===== config.mk =====
export PLATFORM = sky130hd
export DESIGN_NAME = srw_watchdog
export DESIGN_NICKNAME = d
export VERILOG_FILES = /design/src/srw_tick.v /design/src/srw_watchdog.v
export VERILOG_INCLUDE_DIRS = /design/src
export SDC_FILE = /design/constraint.sdc
export NUM_CORES = 1
export LEC_CHECK = 0
export BUFFER_PORTS_ARGS = -buffer_cell sky130_fd_sc_hd__buf_4
export CAP_MARGIN = 10
export CELL_PAD_IN_SITES_DETAIL_PLACEMENT = 0
export CELL_PAD_IN_SITES_GLOBAL_PLACEMENT = 1
export CORE_ASPECT_RATIO = 0.7
export CORE_UTILIZATION = 41
export CTS_CLUSTER_SIZE = 12
export DETAILED_ROUTE_END_ITERATION = 12
export PLACE_DENSITY = 0.85
export SYNTH_ARGS = -nofsm -noshare
export SYNTH_HDL_FRONTEND = slang
export SYNTH_SLANG_ARGS = --single-unit

===== constraint.sdc =====
create_clock -name clock -period 2.09 [get_ports clock]
set_input_delay 0.209 -clock clock [delete_from_list [all_inputs] [get_ports clock]]
set_output_delay 0.209 -clock clock [all_outputs]
set_load 0.02 [all_outputs]

===== src/srw_consts.vh =====
// constants for the system restart watchdog
`ifndef SRW_CONSTS_VH
`define SRW_CONSTS_VH
`define SRW_CLK_HZ 32'd100_000_000
`define SRW_SEL_DISABLE 2'h0
`define SRW_SEL_ENABLE 2'h1
`define SRW_BOOT_OFF 2'h0
`define SRW_BOOT_30 2'h1
`define SRW_BOOT_60 2'h2
`define SRW_BOOT_90 2'h3
`define SRW_T30_S 8'h1e
`define SRW_T60_S 8'h3c
`define SRW_T90_S 8'h5a
`define SRW_ACT_RESET 1'b0
`define SRW_ACT_NMI 1'b1
`define SRW_RESTART_CYCLES 8'h10
`define SRW_NO_SECS 8'h00
`define SRW_MIN_SECS 8'h01
`define SRW_ONE_SEC 8'h01
`define SRW_LAST_SEC 8'h01
`define SRW_HOLD_STEP 8'h01
`define SRW_HOLD_LAST 8'h01
`endif


===== src/srw_tick.v =====
// one-second tick generator for the watchdog
`timescale 1ns/1ps
module srw_tick
#(
   parameter CYCLES_PER_SEC = 100_000_000
)
(
   input wire clock,
   input wire nrst,
   input wire clear,
   output wire tick
);
   reg [31:0] cnt_reg;
   wire [31:0] cnt_next;
   wire [31:0] last = CYCLES_PER_SEC - 1;
   assign tick = (cnt_reg == last);
   assign cnt_next = (clear || tick) ? 32'h0000_0000 : cnt_reg + 32'h0000_0001;
   always @(posedge clock or negedge nrst)
   begin
      if (!nrst)
         cnt_reg <= 32'h0000_0000;
      else
         cnt_reg <= cnt_next;
   end
endmodule


===== src/srw_watchdog.v =====
// system restart watchdog: boot arming, software control, restart output
// Functional notes
// - an unserviced expiry forces a restart of the whole system, or only an NMI pulse when the jumper selects NMI.
// - a boot setting arms the watchdog before boot with 30, 60 or 90 seconds, or leaves it off.
// - software may start, stop or retrigger the count.
// - a board jumper selects the expiry action.
// - selector 00 disables and 01 enables the watchdog.
// - the run-time timeout is 1 to 255 whole seconds from an eight-bit value.
`timescale 1ns/1ps
`include "srw_consts.vh"
module srw_watchdog
#(
   parameter CYCLES_PER_SEC = 100_000_000,
   parameter RESTART_CYCLES = 16
)
(
   input wire clock,
   input wire nrst,
   input wire [1:0] boot_sel,
   input wire action_jumper,
   input wire ctrl_valid,
   input wire [1:0] ctrl_sel,
   input wire [7:0] ctrl_secs,
   input wire retrigger,
   output reg sys_restart,
   output reg nmi_pulse,
   output reg running,
   output reg [7:0] secs_left
);
   localparam ST_BOOT = 3'b001;
   localparam ST_RUN = 3'b010;
   localparam ST_HOLD = 3'b100;
   reg [2:0] state_reg;
   reg [2:0] state_next;
   reg [7:0] count_reg;
   reg [7:0] count_next;
   reg [7:0] load_reg;
   reg [7:0] load_next;
   reg run_reg;
   reg run_next;
   reg [7:0] hold_reg;
   reg [7:0] hold_next;
   reg fire;
   reg tick_clr;
   wire tick;
   wire expire_now;
   wire [31:0] hold_full;
   wire [7:0] hold_len;

   // ----------------------------------------
   // boot timeout decode
   // ----------------------------------------
   function [7:0] boot_secs;
      input [1:0] sel;
      begin
         case (sel)
            `SRW_BOOT_30: boot_secs = `SRW_T30_S;
            `SRW_BOOT_60: boot_secs = `SRW_T60_S;
            `SRW_BOOT_90: boot_secs = `SRW_T90_S;
            default: boot_secs = `SRW_NO_SECS;
         endcase
      end
   endfunction

   // ----------------------------------------
   // run-time timeout clamp
   // ----------------------------------------
   function [7:0] clamp_secs;
      input [7:0] secs;
      begin
         if (secs == `SRW_NO_SECS)
            clamp_secs = `SRW_MIN_SECS;
         else
            clamp_secs = secs;
      end
   endfunction

   // ----------------------------------------
   // one-second prescaler
   // ----------------------------------------
   srw_tick #(.CYCLES_PER_SEC(CYCLES_PER_SEC)) srw_tick_i
   (
      .clock(clock),
      .nrst(nrst),
      .clear(tick_clr),
      .tick(tick)
   );

   // ----------------------------------------
   // expiry and hold length
   // ----------------------------------------
   // last second runs out
   assign expire_now = run_reg && tick && (count_reg == `SRW_LAST_SEC);
   assign hold_full = RESTART_CYCLES;
   assign hold_len = hold_full[7:0];

   // ----------------------------------------
   // next state
   // ----------------------------------------
   always @*
   begin
      state_next = state_reg;
      count_next = count_reg;
      load_next = load_reg;
      run_next = run_reg;
      fire = 1'b0;
      tick_clr = 1'b0;
      case (state_reg)
         ST_BOOT:
         begin
            load_next = boot_secs(boot_sel);
            count_next = boot_secs(boot_sel);
            run_next = (boot_sel != `SRW_BOOT_OFF);
            tick_clr = 1'b1;
            state_next = ST_RUN;
         end
         ST_RUN:
         begin
            if (ctrl_valid && ctrl_sel == `SRW_SEL_DISABLE)
            begin
               run_next = 1'b0;
            end
            else if (ctrl_valid && ctrl_sel == `SRW_SEL_ENABLE)
            begin
               load_next = clamp_secs(ctrl_secs);
               count_next = clamp_secs(ctrl_secs);
               run_next = 1'b1;
               tick_clr = 1'b1;
            end
            else if (retrigger && run_reg)
            begin
               count_next = load_reg;
               tick_clr = 1'b1;
            end
            else if (expire_now)
            begin
               fire = 1'b1;
               run_next = 1'b0;
               count_next = `SRW_NO_SECS;
               if (action_jumper == `SRW_ACT_RESET)
                  state_next = ST_HOLD;
            end
            else if (run_reg && tick)
            begin
               count_next = count_reg - `SRW_ONE_SEC;
            end
         end
         ST_HOLD:
         begin
            if (hold_reg == `SRW_HOLD_LAST)
               state_next = ST_BOOT;
         end
         default:
         begin
            state_next = ST_BOOT;
         end
      endcase
   end

   // ----------------------------------------
   // restart hold counter
   // ----------------------------------------
   always @*
   begin
      hold_next = hold_reg;
      if (fire)
         hold_next = hold_len;
      else if (state_reg == ST_HOLD)
         hold_next = hold_reg - `SRW_HOLD_STEP;
   end

   // ----------------------------------------
   // state registers
   // ----------------------------------------
   always @(posedge clock or negedge nrst)
   begin
      if (!nrst)
      begin
         state_reg <= ST_BOOT;
         count_reg <= 8'h00;
         load_reg <= 8'h00;
         run_reg <= 1'b0;
         hold_reg <= 8'h00;
      end
      else
      begin
         state_reg <= state_next;
         count_reg <= count_next;
         load_reg <= load_next;
         run_reg <= run_next;
         hold_reg <= hold_next;
      end
   end

   // ----------------------------------------
   // output registers
   // ----------------------------------------
   always @(posedge clock or negedge nrst)
   begin
      if (!nrst)
      begin
         sys_restart <= 1'b0;
         nmi_pulse <= 1'b0;
         running <= 1'b0;
         secs_left <= 8'h00;
      end
      else
      begin
         sys_restart <= (state_next == ST_HOLD);
         nmi_pulse <= fire && (action_jumper == `SRW_ACT_NMI);
         running <= run_next;
         secs_left <= count_next;
      end
   end
endmodule


==> flow_summary.toml <==
[run_status]
outcome = "complete, but fails checks"
violations = "setup timing"

[worst_setup_path]
endpoint = "secs_left[0]$_DFFE_PN0P_"
cp_max_fo = 5
r2r-start = "srw_tick_i.cnt_reg[30]$_DFF_PN0_"
cp_slowest_stage_delay_ns = 0.57
cp_num_buf_inv = 1
critPathTopFamily = "simple AND/OR/NAND/NOR gates"
crit_required_ns = 2.30
worst-path-stages = 7
crit_path_end_kind = "flop"
crit_type = "flop to flop"
start_kind = "flop"
slowest_stage = "or4b_4"
r2r_end = "secs_left[0]$_DFFE_PN0P_"
path_cells = "or4b_4 -> or2_4 -> buf_6 -> nor3_4 -> and3_4 -> o31ai_2 -> a22o_1"
worst-r2r-cell-count = 7
ff2ff_setup_slack_ns = -0.13
crit_arrival_ns = 2.43
startpoint = "srw_tick_i.cnt_reg[30]$_DFF_PN0_"

[synth]
ys_top_cells_by_count = "nor2_1, dfrtp_1, a21oi_1"
syn-mean-instance-area_um2 = 8.734
netlist_area_mm2 = 0.003598
synth_top_cell_by_area = "dfrtp_1"
synth_top_family_by_area = "simple AND/OR/NAND/NOR gates"
synth-seq-cells = 62
synthXorXnorAreaFrac = 0.09249
synth-adder-area-share = 0.03477
netlist.area_leader.share = 0.4242
yosysMostFrequentCell = "nor2_1"
synth_cells = 412
synth_compound_area_frac = 0.1377
ys_async_sr_fraction = 1.000
synthesis.nets = 439
synthTopCellsByArea = "dfrtp_1, nor2_1, xnor2_1, a21oi_1, xor2_1"
synth_cell_types = 53
synthFlopType = "dfrtp_1"
synth-simple-area-share = 0.2667
synth_edf_count = 0
yosysWarnings = 0
yosysSeqAreaShare = 0.4315
synthMuxAreaShare = 0.003129

[sta]
worst_slack_ns = -0.1281
drv_slew = 0
fin_crit_ns = 2.218
whs_ns = 0.09908
setup_viol = 51
timing_hold_violations_final = 0
max_freq_mhz = 450.8
skew_ns = 0.01338
rsz0062_at_grt = "true"
finalCritPeriodShare = 1.061
worstMarginPinSlew_ns = 0.5683
maxSlewHeadroom = 0.6176

[global_routing]
grt_overflow = 0
grt_pass1_wl_um = 15440
grt_pass1_vias = 3117
grt_max_degree = 39
grt_use_total = 0.2225
antenna_found_initial = 0

[clock_network]
clock-sinks = 62
root_buffer = "clkbuf_16"
cts.path.max_buffers = 2
cts_made_buffers = 9
cts_max_level = 3
clk_latency_ns = 0.33
cts.clk_slew.worst_paths_ns = 0.05
cts_tree = "yes"

[pwr]
p_sw_frac = 0.2046
internal-power_uw = 2369
p_leak_uw = 0.002110
total_power_uw = 2978
combPwrFrac = 0.048
ir_drop_mv = 0.3862
seqPwrFrac = 0.407
power.density_mw_per_mm2 = 585.7
p_sw_uw = 609.3
pwr-share-clk = 0.545

[final_layout]
utilization = 0.5998
drive_gt1_frac = 0.3145
num-nets-final = 518
antenna_cells = 0
area_growth_syn_to_layout_pct = 41.31
largest_reg_flops = 32

[die]
core_region_area_mm2 = 0.008478
std_cell_rows = 28
dieArea_mm2 = 0.009161
die_h_um = 80.38
start_util = 0.4244
io_pins = 28
die_w_um = 114.0

[worst_hold_path]
hold_class = "input port to flop"

[flow_run]
maxCapViolCount = 0

[placed_design]
port_buffers = 27
gp_congestion = 0.8184
dp_hpwl_um = 6693

[route]
wl_um = 9832
drt_first_pass_iters = 4
viasPerCell = 5.471
post_drt_wl_per_cell_um = 15.96
vias = 3370
route.detailed.drc = 0
ant_nets = 0
drt-initial-drc-count = 162
## per-stage QoR
step | cells | area [um2] | setup slack (ns) | TNS [ns]
after detailed placement | 594 | 4308 | -0.2258 | -2.325
after global placement | 594 | 4308 | -0.1312 | -1.117
after global routing | 616 | 5085 | -0.2003 | -7.622
after floorplan | 412 | 3611 | -0.1112 | -0.7447
after CTS | 612 | 4766 | -0.09340 | -0.9318
final | 616 | 5085 | -0.1281 | -4.364
## logic make-up (layout without fill, tap and decap cells)
| family | count (synthesis) | count (layout) |
|---|---|---|
| simple gates | 190 | 190 |
| compound gates | 80 | 80 |
| flops | 62 | 62 |
| xor+xnor | 38 | 38 |
| buf+inv | 31 | 115 |
| fa+ha+maj | 10 | 10 |
| mux | 1 | 1 |
## layout by cell type (no fill, tap or decap), types with 11 or more instances in the layout
master,instances
nor2_4,29
clkbuf_16,11
dfrtp_1,60
xnor2_1,21
nor2_1,40
inv_1,17
buf_4,72
nand2_1,28
o21ai_0,13
nand3_1,19
xor2_1,17
nand4_1,12
a21oi_1,27
## worst min path at each step
stage	startpoint	endpoint	slack [ns]	cells past startpoint
floorplan	nrst	hold_reg[0]$_DFFE_PN0P_	-0.09	0
finish	action_jumper	sys_restart$_DFF_PN0_	0.1	2
CTS	action_jumper	state_reg[2]$_DFF_PN0_	0.09	2
global route	action_jumper	sys_restart$_DFF_PN0_	0.10	2
global placement	nrst	hold_reg[1]$_DFFE_PN0P_	0.22	1
detailed placement	nrst	hold_reg[1]$_DFFE_PN0P_	0.23	1
## power by group through the flow
stage / combinational [uW] / sequential [uW] / clock [uW]
finish: 142 / 1210 / 1620
global route: 159 / 1210 / 1710
CTS: 142 / 1210 / 1660
detailed placement: 138 / 1230 / 0
global placement: 137 / 1230 / 0
floorplan: 47.4 / 1240 / 0
## worst reg2reg max path, cell delays in order, from the launching register on
cell	delay, ns
dfrtp_1	0.39
or4b_4	0.57
or2_4	0.29
buf_6	0.12
nor3_4	0.22
and3_4	0.26
o31ai_2	0.06
a22o_1	0.18
## metal layers
layer  vias to the layer above  GRT usage  share of wire
met2                        93     0.3182           0.44
met4                         0    0.09610          0.016
li1                       1618          -              -
met5                         -          0              0
met3                        16    0.04755          0.055
met1                      1643     0.3214           0.49
## area by class of cell
| type | count | area, um2 |
|---|---|---|
| sequential | 62 | 1554 |
| clock buffer | 12 | 256.5 |
| multi-input combinational | 319 | 2292 |
| tap | 120 | 150.1 |
| fill | 739 | 3393 |
| timing repair buffer | 81 | 694.4 |
| clock inverter | 4 | 70.07 |
| inverter | 18 | 67.56 |
## repair_timing
item,in CTS,in global routing
setup buffers,1,2
endpoints found under the setup margin,20,52
hold buffers,1,0
cloned,0,2
pin swaps,14,31
resized for setup,21,68
hold endpoints to repair,36,0
Power figures use the tool's default switching activity.
